===== src/logic/spil_defines.vh =====
// Constants of the serial port interrupt logic
`ifndef SPIL_DEFINES_VH
`define SPIL_DEFINES_VH
`define SPIL_ADDR_ENABLE 3'h1
`define SPIL_ADDR_IDENT 3'h2
`define SPIL_ADDR_SCRATCH 3'h7
`define SPIL_ENABLE_RESET 4'h0
`define SPIL_EN_RX_BIT 0
`define SPIL_EN_TX_BIT 1
`define SPIL_EN_LINE_BIT 2
`define SPIL_EN_MODEM_BIT 3
`define SPIL_CODE_NONE 4'h1
`define SPIL_CODE_LINE 4'h6
`define SPIL_CODE_RX 4'h4
`define SPIL_CODE_TIMEOUT 4'hc
`define SPIL_CODE_TX 4'h2
`define SPIL_CODE_MODEM 4'h0
`define SPIL_MODE_BUFFERED 2'h3
`define SPIL_MODE_CHAR 2'h0
`endif


===== src/logic/spil_top.v =====
// Interrupt ranking, enable register, identification register and scratch byte
`include "spil_defines.vh"

module spil_top (
   input wire CORE_CLK,
   input wire RST,
   input wire CS,
   input wire [2:0] ADDR,
   input wire RD_STB,
   input wire WR_STB,
   input wire [7:0] WR_DATA,
   input wire DIV_LATCH,
   output reg [7:0] RD_DATA,
   output wire RD_VALID,
   input wire LINE_ERR_EVT,
   input wire LINE_STATUS_RD,
   input wire RX_AVAIL,
   input wire RX_TIMEOUT,
   input wire RX_BUF_RD,
   input wire TX_EMPTY_EVT,
   input wire TX_HOLD_WR,
   input wire MODEM_CHG_EVT,
   input wire MODEM_STATUS_RD,
   input wire BUFFERED_MODE,
   input wire IRQ_OUT_ENABLE,
   output wire INT_REQ,
   output wire EXT_IRQ_OUT,
   output wire EXT_IRQ_OE
);

   reg [3:0] enable_r;
   reg [3:0] enable_nxt;
   reg [7:0] scratch_r;
   reg [7:0] scratch_nxt;
   reg line_pend_r;
   reg line_pend_nxt;
   reg tout_pend_r;
   reg tout_pend_nxt;
   reg tx_pend_r;
   reg tx_pend_nxt;
   reg modem_pend_r;
   reg modem_pend_nxt;
   reg [3:0] frozen_code_r;
   reg [3:0] code_nxt;
   reg ident_sel_r;
   reg int_req_r;
   reg int_req_nxt;
   reg [3:0] live_code;
   reg [7:0] rd_data_nxt;
   wire ident_sel;
   wire ident_rd;
   wire en_sel;
   wire en_wr;
   wire en_rd;
   wire scratch_wr;
   wire scratch_rd;
   wire any_rd;
   wire tx_ident_clr;
   wire tx_clr;
   wire code_hold;
   wire gate_on;
   wire line_act;
   wire rx_act;
   wire tout_act;
   wire tx_act;
   wire modem_act;

   // One register select, shared by every address decode below
   function spil_hit;
      input cs;
      input [2:0] addr;
      input [2:0] target;
      begin
         spil_hit = cs && (addr == target);
      end
   endfunction

   // Next value of a latched source; an event in the clearing cycle wins
   function spil_flag_nxt;
      input cur;
      input set;
      input clr;
      begin
         spil_flag_nxt = set || (cur && !clr);
      end
   endfunction

   // Identification byte: mode bits, two zero bits, then code with pending flag
   function [7:0] spil_ident_byte;
      input buffered;
      input [3:0] code;
      begin
         if (buffered) begin
            spil_ident_byte = {`SPIL_MODE_BUFFERED, 2'h0, code};
         end else begin
            spil_ident_byte = {`SPIL_MODE_CHAR, 2'h0, code};
         end
      end
   endfunction

   // Bus decode; the identification address has no write path at all
   assign ident_sel = spil_hit(CS, ADDR, `SPIL_ADDR_IDENT);
   assign ident_rd = ident_sel && RD_STB;
   assign en_sel = spil_hit(CS, ADDR, `SPIL_ADDR_ENABLE) && !DIV_LATCH;
   assign en_wr = en_sel && WR_STB;
   assign en_rd = en_sel && RD_STB;
   assign scratch_wr = spil_hit(CS, ADDR, `SPIL_ADDR_SCRATCH) && WR_STB;
   assign scratch_rd = spil_hit(CS, ADDR, `SPIL_ADDR_SCRATCH) && RD_STB;
   assign any_rd = CS && RD_STB;
   assign RD_VALID = any_rd;

   // Enable register: only the low four bits exist, the rest read zero
   always @* begin
      enable_nxt = enable_r;
      if (en_wr) begin
         enable_nxt = WR_DATA[3:0];
      end
   end

   always @(posedge CORE_CLK) begin
      if (RST) begin
         enable_r <= `SPIL_ENABLE_RESET;
      end else begin
         enable_r <= enable_nxt;
      end
   end

   // Scratch byte is not reset: software must write it before trusting it
   always @* begin
      scratch_nxt = scratch_r;
      if (scratch_wr) begin
         scratch_nxt = WR_DATA;
      end
   end

   always @(posedge CORE_CLK) begin
      scratch_r <= scratch_nxt;
   end

   // Transmit empty drops on an ident read only when it is the one reported
   assign tx_ident_clr = ident_rd && (frozen_code_r == `SPIL_CODE_TX);
   assign tx_clr = TX_HOLD_WR || tx_ident_clr;

   always @* begin
      line_pend_nxt = spil_flag_nxt(line_pend_r, LINE_ERR_EVT, LINE_STATUS_RD);
   end

   always @* begin
      tout_pend_nxt = spil_flag_nxt(tout_pend_r, RX_TIMEOUT, RX_BUF_RD);
   end

   always @* begin
      tx_pend_nxt = spil_flag_nxt(tx_pend_r, TX_EMPTY_EVT, tx_clr);
   end

   always @* begin
      modem_pend_nxt = spil_flag_nxt(modem_pend_r, MODEM_CHG_EVT, MODEM_STATUS_RD);
   end

   always @(posedge CORE_CLK) begin
      if (RST) begin
         line_pend_r <= 1'b0;
      end else begin
         line_pend_r <= line_pend_nxt;
      end
   end

   always @(posedge CORE_CLK) begin
      if (RST) begin
         tout_pend_r <= 1'b0;
      end else begin
         tout_pend_r <= tout_pend_nxt;
      end
   end

   always @(posedge CORE_CLK) begin
      if (RST) begin
         tx_pend_r <= 1'b0;
      end else begin
         tx_pend_r <= tx_pend_nxt;
      end
   end

   // Status flags keep latching even when every source is masked
   always @(posedge CORE_CLK) begin
      if (RST) begin
         modem_pend_r <= 1'b0;
      end else begin
         modem_pend_r <= modem_pend_nxt;
      end
   end

   // Enables count only while the output enable bit is set
   assign gate_on = IRQ_OUT_ENABLE;
   assign line_act = gate_on && enable_r[`SPIL_EN_LINE_BIT] && line_pend_r;
   // Data available is a level from the receive side; it falls with the buffer level
   assign rx_act = gate_on && enable_r[`SPIL_EN_RX_BIT] && RX_AVAIL;
   assign tout_act = gate_on && enable_r[`SPIL_EN_RX_BIT] && tout_pend_r;
   assign tx_act = gate_on && enable_r[`SPIL_EN_TX_BIT] && tx_pend_r;
   assign modem_act = gate_on && enable_r[`SPIL_EN_MODEM_BIT] && modem_pend_r;

   // Fixed priority ranking
   always @* begin
      live_code = `SPIL_CODE_NONE;
      if (line_act) begin
         live_code = `SPIL_CODE_LINE;
      end else if (rx_act) begin
         live_code = `SPIL_CODE_RX;
      end else if (tout_act) begin
         live_code = `SPIL_CODE_TIMEOUT;
      end else if (tx_act) begin
         live_code = `SPIL_CODE_TX;
      end else if (modem_act) begin
         live_code = `SPIL_CODE_MODEM;
      end
   end

   // Freeze from the second selected cycle on so a read never sees the code change mid-access
   assign code_hold = ident_sel && ident_sel_r;

   always @* begin
      code_nxt = live_code;
      int_req_nxt = 1'b0;
      if (code_hold) begin
         code_nxt = frozen_code_r;
      end
      // Pending flag is active low, so the request is its inverse
      int_req_nxt = !code_nxt[0];
   end

   always @(posedge CORE_CLK) begin
      if (RST) begin
         frozen_code_r <= `SPIL_CODE_NONE;
      end else begin
         frozen_code_r <= code_nxt;
      end
   end

   always @(posedge CORE_CLK) begin
      if (RST) begin
         ident_sel_r <= 1'b0;
      end else begin
         ident_sel_r <= ident_sel;
      end
   end

   // Request leaves the same edge as the code, so the two never disagree
   always @(posedge CORE_CLK) begin
      if (RST) begin
         int_req_r <= 1'b0;
      end else begin
         int_req_r <= int_req_nxt;
      end
   end

   assign INT_REQ = int_req_r;
   assign EXT_IRQ_OUT = int_req_r;
   assign EXT_IRQ_OE = IRQ_OUT_ENABLE;

   // Read data is registered; unmapped addresses and a hidden enable read zero
   always @* begin
      rd_data_nxt = RD_DATA;
      if (any_rd) begin
         rd_data_nxt = 8'h00;
         if (en_rd) begin
            rd_data_nxt = {4'h0, enable_r};
         end
         if (ident_rd) begin
            rd_data_nxt = spil_ident_byte(BUFFERED_MODE, frozen_code_r);
         end
         if (scratch_rd) begin
            rd_data_nxt = scratch_r;
         end
      end
   end

   always @(posedge CORE_CLK) begin
      if (RST) begin
         RD_DATA <= 8'h00;
      end else begin
         RD_DATA <= rd_data_nxt;
      end
   end

endmodule


===== config.mk =====
export PLATFORM = sky130hd
export DESIGN_NAME = spil_top
export DESIGN_NICKNAME = d
export VERILOG_FILES = /design/src/logic/spil_top.v
export VERILOG_INCLUDE_DIRS = /design/src /design/src/logic
export SDC_FILE = /design/constraint.sdc
export NUM_CORES = 1
export LEC_CHECK = 0
export BUFFER_PORTS_ARGS = -buffer_cell sky130_fd_sc_hd__buf_4
export CORE_MARGIN = 4
export CORE_UTILIZATION = 50
export DETAILED_ROUTE_END_ITERATION = 10
export MAX_ROUTING_LAYER = met4
export PLACE_DENSITY = 0.78
export SLEW_MARGIN = 20
export SYNTH_ARGS = -nofsm -noshare
export SYNTH_HDL_FRONTEND = slang
export SYNTH_SLANG_ARGS = --single-unit
export TNS_END_PERCENT = 1

===== constraint.sdc =====
create_clock -name CORE_CLK -period 2 [get_ports CORE_CLK]
set_clock_uncertainty 0.15 [all_clocks]
set_input_delay 0.5 -clock CORE_CLK [delete_from_list [all_inputs] [get_ports CORE_CLK]]
set_output_delay 0.5 -clock CORE_CLK [all_outputs]
set_load 0.03 [all_outputs]

### Word level (Yosys, flattened, before mapping)

Cells that the tools add are included.

| operators by class | value |
|---|---|
| equal/unequal tests | 4 |
| mux-type cells | 10 |
| reductions and logical operators | 36 |

Operator list:

| cell | count |
|---|---|
| $logic_and A1 B1 Y1 | 25 |
| $mux W8 | 3 |
| $mux W4 | 4 |
| $logic_not A1 Y1 | 6 |
| $logic_or A1 B1 Y1 | 5 |
| $eq A4 B2 Y1 const B | 1 |
| $eq A3 B1 Y1 const B | 1 |
| $eq A3 B2 Y1 const B | 1 |
| $eq A3 B3 Y1 const B | 1 |
| $mux W1 | 2 |
| $mux W2 | 1 |

| word-level totals | value |
|---|---|
| register bits | 30 |
| input port bits | 28 |
| logic and storage cells | 61 |

### Depth between registers and ports, before layout

Gate-level depths: netlist of run 1.

| logic depth | value |
|---|---|
| word-level depth | 9 |
| mapped depth | 5 |
| mapped depth without buffers | 4 |

### Least setup slack after synthesis of run 1

Ideal clock, no wire load.

| timing path | value |
|---|---|
| path type | input -> register |
| start | in CS |
| end | reg scratch_r[0] (enable) |
| library setup time | 0.332 ns |
| data arrival time | 1.378 ns |
| slack | 0.140 ns |
| stages | 3 |
| cell sequence | clkbuf_1 > clkbuf_1 > and3_1 |

| between the ends | value |
|---|---|
| cells in the longest elaborated chain, start to end | 2 |

Ends and longest elaborated chain:

| what | line | RTL |
|---|---|---|
| start: declaration | spil_top.v:7 | `input wire CS,` |
| $logic_and A1 B1 Y1 | spil_top.v:74 | `spil_hit = cs && (addr == target);` |
| $logic_and A1 B1 Y1 | spil_top.v:107 | `` assign scratch_wr = spil_hit(CS, ADDR, `SPIL_ADDR_SCRATCH) && WR_STB; `` |
| net scratch_wr | spil_top.v:55 | `wire scratch_wr;` |
| end signal: assignment | spil_top.v:137 | `scratch_r <= scratch_nxt;` |
| end: declaration | spil_top.v:33 | `reg [7:0] scratch_r;` |

The timed path passes the listed nets, and every way through them passes these cells.
A chain may end at the register's enable or synchronous reset.

### Final worst setup path of run 1

| timing path | value |
|---|---|
| start | in CS |
| end | out RD_VALID |

| between the ends | value |
|---|---|
| cells in the longest elaborated chain, start to end | 1 |

Ends and longest elaborated chain:

| what | line | RTL |
|---|---|---|
| $logic_and A1 B1 Y1 | spil_top.v:109 | `assign any_rd = CS && RD_STB;` |
| end: declaration | spil_top.v:14 | `output wire RD_VALID,` |

No other way between the ends.

==> results of run 1 <==
[worst paths after layout]
| check | startpoint | endpoint | slack [ns] |
|---|---|---|---|
| worst max-delay path | CS | RD_VALID | 0.26 |
| worst min-delay path | WR_DATA[4] | scratch_r[4]$_DFFE_PP_ | 0.18 |
| worst max register to register | frozen_code_r[2]$_SDFFE_PP0N_ | RD_DATA[2]$_SDFFE_PP0P_ | 0.58 |
| worst min register to register | RD_DATA[4]$_SDFFE_PP0P_ | RD_DATA[4]$_SDFFE_PP0P_ | 0.32 |
[kinds of logic (layout without fill, tap and decap cells)]
kind of cell,after synthesis,after routing,synth area share (%)
AOI/OAI and AO/OA,47,47,23.09
buffers and inverters,18,57,5.612
DFF,30,30,50.05
and+or+nand+nor,50,50,21.25
[area by class of cell]
| cell class | count | area (µm²) | share of cell area, % |
|---|---|---|---|
| Clock buffer | 7 | 45.04 | 2.597 |
| Clock inverter | 1 | 30.03 | 1.732 |
| Inverter | 8 | 30.03 | 1.732 |
| Multi-Input combinational cell | 97 | 603.1 | 34.78 |
| Sequential cell | 30 | 680.7 | 39.25 |
| Tap cell | 30 | 37.54 | 2.165 |
| Timing Repair Buffer | 41 | 307.8 | 17.75 |
[layer usage]
metal  vias to the layer above  part of all wire (%)  routed length [µm]  GRT usage (%)
met4                         0                   3.5                 116          15.19
met1                       587                    44                1434          26.27
met5                         -                     0                   0              -
met2                        51                    45                1495          30.56
met3                        12                   7.4                 244          5.616
li1                        617                     -                   -              -
[power groups by stage]
stage	Sequential, W	Combinational (W)	Clock, W
finish	0.000644	0.000132	0.000472
global route	0.000645	0.000144	0.000505
CTS	0.000644	0.000131	0.000480
detailed placement	0.000657	0.000131	0
global placement	0.000657	0.000126	0
floorplan	0.000661	0.0000576	0
[sequential cells by signal, indices dropped and copies added (netlist names), named ones only]
name           flops
tx_pend_r          1
EXT_IRQ_OUT        1
ident_sel_r        1
RD_DATA            8
line_pend_r        1
tout_pend_r        1
frozen_code_r      3
modem_pend_r       1
enable_r           4
scratch_r          8
[placed cells by master (no fill, tap or decap), drive strengths merged]
master,instances
a211o,1
and2,1
nand4,4
o221a,4
a21oi,20
nand2,9
o21a,1
a211oi,2
clkbuf,7
bufinv,1
dfxtp,22
a311oi,1
nand3,10
a22o,1
a311o,2
nor2,11
or3b,4
nor4b,2
a31oi,2
and4bb,1
nand4bb,1
o221ai,1
edfxtp,8
and3,4
nor2b,1
buf,41
o2bb2ai,4
o21ai,7
inv,8
o32ai,1
nand4b,1
or4b,1
[stage by stage]
| stage | util (%) | area (µm²) | instances |
|---|---|---|---|
| global route | 68.14 | 1734 | 214 |
| CTS | 68.14 | 1734 | 214 |
| global placement | 65.19 | 1659 | 206 |
| finish | 68.14 | 1734 | 214 |
| floorplan | - | 1360 | 145 |
| detailed placement | 65.19 | 1659 | 206 |
[critical path: cells and delay by family]
kind	cells	cell delay, ns
buf+inv	3	0.46
simple gates	1	0.12
==> results.txt, run 1 <==
The run finished with clean final reports. Counting flops and latches in the post-synthesis netlist gives 30. The most common cell in the synthesized netlist is dfxtp_1. The max-slew violation count is 0. The number of hold-repair buffers added at the cts stage came out at 0. The largest individual stage delay along the critical path comes from the cell buf_4.

The number of cells on the worst hold path came out at 1. After detailed routing, the average wire length per cell comes to 15.37 µm. The weighted congestion at the end of routability-driven global placement is 0.8013. The summed instance area of the synthesized netlist came out at 1360 µm².

In this run the remaining antenna-violating nets after routing total 0. The clock net sink count is 30. Counting instances in the post-synthesis netlist gives the leading cell types as dfxtp_1, a21oi_1, nor2_1. Counting along the longest clock path gives a buffer depth of 2. STA classifies the critical path endpoint as a primary output.

The number of antenna violations at the first check in global routing came out at 0. The post-CTS repair timing setup buffer count came out at 0. The global-route wire length before repair came out at about 5500 µm. Once the floorplan was initialized, standard cells occupied 53.44% of the core. In this run the tightest slew margin relative to its limit is between 70% and 80%. The synthesis warning total is 0. The area of the die came out at 3619 µm². The routed layout has 1267 vias.

The number of detailed-routing iterations run before antenna repair came out at 4. In this run, synthesis inferred 8 flip-flops with an integrated enable. The path depth of the worst reg2reg path is 3. TritonCTS built the clock tree. In the routed design, unresolved DRC markers number 0. Setup slack on the critical path of the routed design comes to 0.2634 ns. The number of instances in the synthesized netlist came out at 145. The share of the synthesized area in the top cell type is 32.38%. The clock network is responsible for 37.8% of the overall power. The biggest area contributor in the post-synthesis netlist is dfxtp_1.

The highest clock rate came out at 575.8 MHz. The critical path is of the in -> out type. The share of cells above drive strength 1 is 28.80%. The final layout net count is 211. Combinational logic is responsible for 10.6% of the overall power. The setup slack after placement is 0.06444 ns. The tool flagged a number of max-cap violations equal to 0. Dividing the final minimum period by the clock period gives between 80 and 90%.

Sequential cells account for between 50 and 60% of the total power. Entering global routing, the biggest net connects 24 pins. The vertical die dimension came out at 60.16 µm. The diode insertion count for antenna repair came out at 0. The core area came out at 2545 µm². By instance count, the cell type seen most on the critical path is buf_4.

The final total power came out at 0.001247 W. Setup repair after global routing left no endpoint under its margin. The worst setup path is launched from an input pin. The total clock buffers created by CTS is 5. Net switching is 22.97% of the power. The path class of the lowest-slack min-delay path is in -> reg. After synthesis, the netlist uses 36 different library cells.

The part of the Yosys area used for sequential elements came out at 50.05%. Setup violations remaining at the end of the flow were counted as 0. The via count of the first global-routing pass is roughly 1200. The synthesized netlist net count came out at 173. The floorplan row count came out at 18. After synthesis, the cell types taking the most area are dfxtp_1, edfxtp_1, a21oi_1. For the worst-skew pair, the clock arrives at the later sink with an insertion delay of 0.34 ns.

The number of H-tree levels came out at 2. The aggregate global routing overflow came out at 0. The clock transition at the registers of the reported paths is ~0.10 ns.

The internal cell power is approximately 0.00096 W. The number of vias per cell is roughly 5.9. The cell sitting at the root of the clock tree is a clkbuf_4. The die span in x came out at 60.16 µm. In the synthesized netlist the dominant register cell turns out to be dfxtp_1. The data required time at the worst endpoint is between 1 and 1.5 ns. Subtracting the final worst setup slack from the clock period gives ~1.7 ns. The mean post-synth cell area is 9.380 µm². The share of synthesized registers carrying an async set or reset came out at 0%. Traced cell by cell, the critical path runs through buf_4, nand2_1, inv_2, buf_4. Summed over all failing endpoints, the final setup total negative slack is 0 ns. The critical path's largest stage delay is around 0.2 ns.

The overall routing resource usage came out at 21.54%. The area growth from synthesis to layout is 27.51%. The leakage power total is 0.6648 nW. The total wirelength of the detailed-routed design came out at 3290 µm. Detailed placement finished with a half-perimeter wire length of roughly 2400 µm. The count of buffers inserted at the top-level ports is 39.

The maximum VDD drop came out at 0.0005731 V. The highest net fanout along the worst path came out at 19. The actual slew at the worst max-slew pin is 0.3960 ns.

The tightest hold path in the finished design has a slack of 0.1786 ns. Dividing total power by cell area gives a power density of 719.3 nW/µm². Post-CTS repair changed the size of 0 cells.

The number of filler cells placed in the layout came out at 204. The final hold violation count came out at 0. The iteration-0 DRC count of the detailed router came out at 39. The power dissipated by switching net loads is around 0.00029 W. At the worst endpoint, the arrival time is ~1.1 ns. The top-level I/O count came out at 40.
Power figures use the tool's default switching activity.
==> run 2: changes to the inputs <==
- BUFFER_PORTS_ARGS: -buffer_cell sky130_fd_sc_hd__buf_4 -> -buffer_cell sky130_fd_sc_hd__buf_2
==> run 2 against run 1 <==
Effect of this change: via count is 0.16% higher; die area is the same; global-route usage down 1.2 points; sequential power is essentially flat; worst hold slack gained 0.0077 ns; utilization shrank 4.2 points; sequential cell count unchanged; critical path depth unchanged; wire length decreased by 1.9%; largest cell class unchanged; largest power group unchanged.
==> results.txt, run 2 (synthesis gave the netlist of run 1 again) <==
The number of detailed-routing iterations run before antenna repair came out at 4 (unchanged). The clock transition at the registers of the reported paths was 0.09 ns (was 0.10 ns). The core utilization of the finished layout is 63.96% (was 68.14%). The count of buffers inserted at the top-level ports was 39 (unchanged). The iteration-0 DRC count of the detailed router came out at 54 (was 39). The ratio of total power to cell area came out at 691.1 nW/µm² (was 719.3 nW/µm²).

The highest net fanout along the worst path is 7 (was 19). The final layout net count is 212 (was 211). The cell at the root of the clock tree is clkbuf_4 (unchanged). The vertical die dimension is 60.16 µm (unchanged). Top flop regs: RD_DATA x8, scratch_r x8, enable_r x4 (unchanged).

The post-CTS repair timing setup buffer count is 0 (unchanged). The largest net degree at the start of global routing came out at 24 (unchanged). The slowest cell on the critical path is buf_2 (was buf_4). The final hold violation count came out at 0 (unchanged). The max-slew violation count came out at 0 (unchanged).

The critical path's largest stage delay came out at 0.20 ns (about the same). The cell repeated most along the worst path is buf_2 (was buf_4). The total non-filler cell area in the finished layout came to 1628 µm² (was 1734 µm²). The CTS tree is yes (unchanged). The total wirelength of the detailed-routed design was 3229 µm (was 3290 µm). The relative slew slack came out at 70.10% (was 73.53%). The count of cells resized by post-cts repair is 0 (unchanged). The total via count in the routed design is 1269 (was 1267).

The type of element launching the critical path is an input pin (unchanged). The global-route wire length before repair is 5140 µm (was 5513 µm). The total of endpoints with negative setup slack in the final report was 0 (unchanged). The aggregate global routing overflow is 0 (unchanged). The core area came out at 2545 µm² (unchanged). The later-pin clock latency in the skew report is 0.33 ns (was 0.34 ns). The detailed-route DRC error count is 0 (unchanged). RSZ-0062 raised after global routing: no (unchanged). The overall routing resource usage is 20.32% (was 21.54%).

The leakage power total is 0.6390 nW (was 0.6648 nW). Commonest cells after routing, fill and taps aside: buf_2, dfxtp_1, a21oi_1, nor2_1, nand3_1 (was buf_4, dfxtp_1, a21oi_1, nor2_1, nand3_1). The number of vias per cell came to 5.902 (was 5.921).

The minimum clock period after layout is 1.688 ns (was 1.737 ns). The diode insertion count for antenna repair was 0 (unchanged). Outcome: completed (unchanged). The die span in x came to 60.16 µm (unchanged).

The maximum VDD drop is 0.0006571 V (was 0.0005731 V). The most frequent standard cell in the layout excluding fill and tap cells is buf_2 (was buf_4). The via count of the first global-routing pass came out at 1146 (was 1235). The top-level I/O count is 40 (unchanged). The category of the worst setup path capture point was a primary output (unchanged).

The effective utilization at floorplan is 53.44% (unchanged). The share of cells above drive strength 1 was 29.19% (was 28.80%). The floorplan row count was 18 (unchanged). The reported max-cap violation count was 0 (unchanged). The highest clock rate is 592.4 MHz (was 575.8 MHz). The data required time at the worst endpoint came out at 1.35 ns (about the same). The path class of the lowest-slack min-delay path is in -> reg (unchanged). The wire length per cell came out at 15.02 µm (was 15.37 µm). The total clock buffers created by CTS came out at 5 (unchanged). The placed wire-length estimate came to 2426 µm (was 2445 µm). The area of the die came to 3619 µm² (unchanged). The weighted congestion at the end of routability-driven global placement is 0.8857 (was 0.8013). The actual slew at the worst max-slew pin is 0.4474 ns (was 0.3960 ns). The final cycle utilization of the critical path is 84.40% (was 86.83%). Sequence of cells on the critical path: buf_2, nand2_1, inv_2, buf_2 (was buf_4, nand2_1, inv_2, buf_4). The number of H-tree levels is 2 (unchanged). The critical path class is in -> out (unchanged). The remaining number of nets flagged by the antenna check after routing is 0 (unchanged).

The worst endpoint data arrival time came to 1.04 ns (was 1.09 ns). The number of hold-repair buffers added at the cts stage is 0 (unchanged). The number of antenna violations at the first check in global routing is 0 (unchanged).

The clock net sink count came out at 30 (unchanged). The area growth from synthesis to layout is 19.69% (was 27.51%). The largest buffer count on any clock path is 2 (unchanged).

The cell area after placement came out at 1569 µm² (was 1659 µm²).
run 2: changes by cell type in the layout (fill, tap and decap cells not counted), sizes merged:
cell    previous run  this run
bufinv             1         0
clkinv             0         2
clkbuf             7         6
buf               41        42
run 2: path summary, 6_finish.rpt:
kind                            slack [ns]  cells after the start                       to                     startpoint
worst max-delay path                  0.31                      4                 RD_VALID                             CS
worst min-delay path                  0.19                      1   scratch_r[4]$_DFFE_PP_                     WR_DATA[4]
worst max register to register        0.57                      3  RD_DATA[2]$_SDFFE_PP0P_  frozen_code_r[2]$_SDFFE_PP0N_
worst min register to register        0.31                      2  RD_DATA[4]$_SDFFE_PP0P_        RD_DATA[4]$_SDFFE_PP0P_
run 2: final cells by class:
type                    instances  area (µm²)
clock buffers                   6       51.30
clock inverters                 2       7.507
fillers                       212       917.1
inverters                       8       30.03
multi-input cells              97       603.1
flip-flops and latches         30       680.7
well taps                      30       37.54
repair buffers                 42       217.7
run 2: routing by layer:
layer	up-vias	track usage [%]	share of wire [%]
li1	621	-	-
met1	574	23.40	44
met2	61	29.94	44
met3	13	7.559	9.1
met4	0	12.03	3.4
met5	-	-	0
run 2: per-stage QoR:
step | cells | setup slack, ns | power (W) | setup TNS (ns) | hold WS [ns]
after floorplan | 145 | 0.1400 | 0.0007189 | 0 | 0.2934
after global routing | 215 | 0.2789 | 0.001181 | 0 | 0.1727
after global placement | 207 | 0.1031 | 0.0007664 | 0 | 0.2946
after CTS | 215 | 0.3182 | 0.001134 | 0 | 0.1735
after detailed placement | 207 | -0.02252 | 0.0007703 | -0.02252 | 0.2958
final | 215 | 0.3120 | 0.001125 | 0 | 0.1863
run 2: critical path: cells and delay by family:
family,cells,cell delay (ns)
buf+inv,3,0.43
simple gates,1,0.10
run 2: report_power, final:
| part | switching [W] | internal, W |
|---|---|---|
| logic | 0.0000705 | 0.0000444 |
| clock network | 0.000203 | 0.000163 |
| registers | 0.00000842 | 0.000635 |
| total | 0.000282 | 0.000843 |
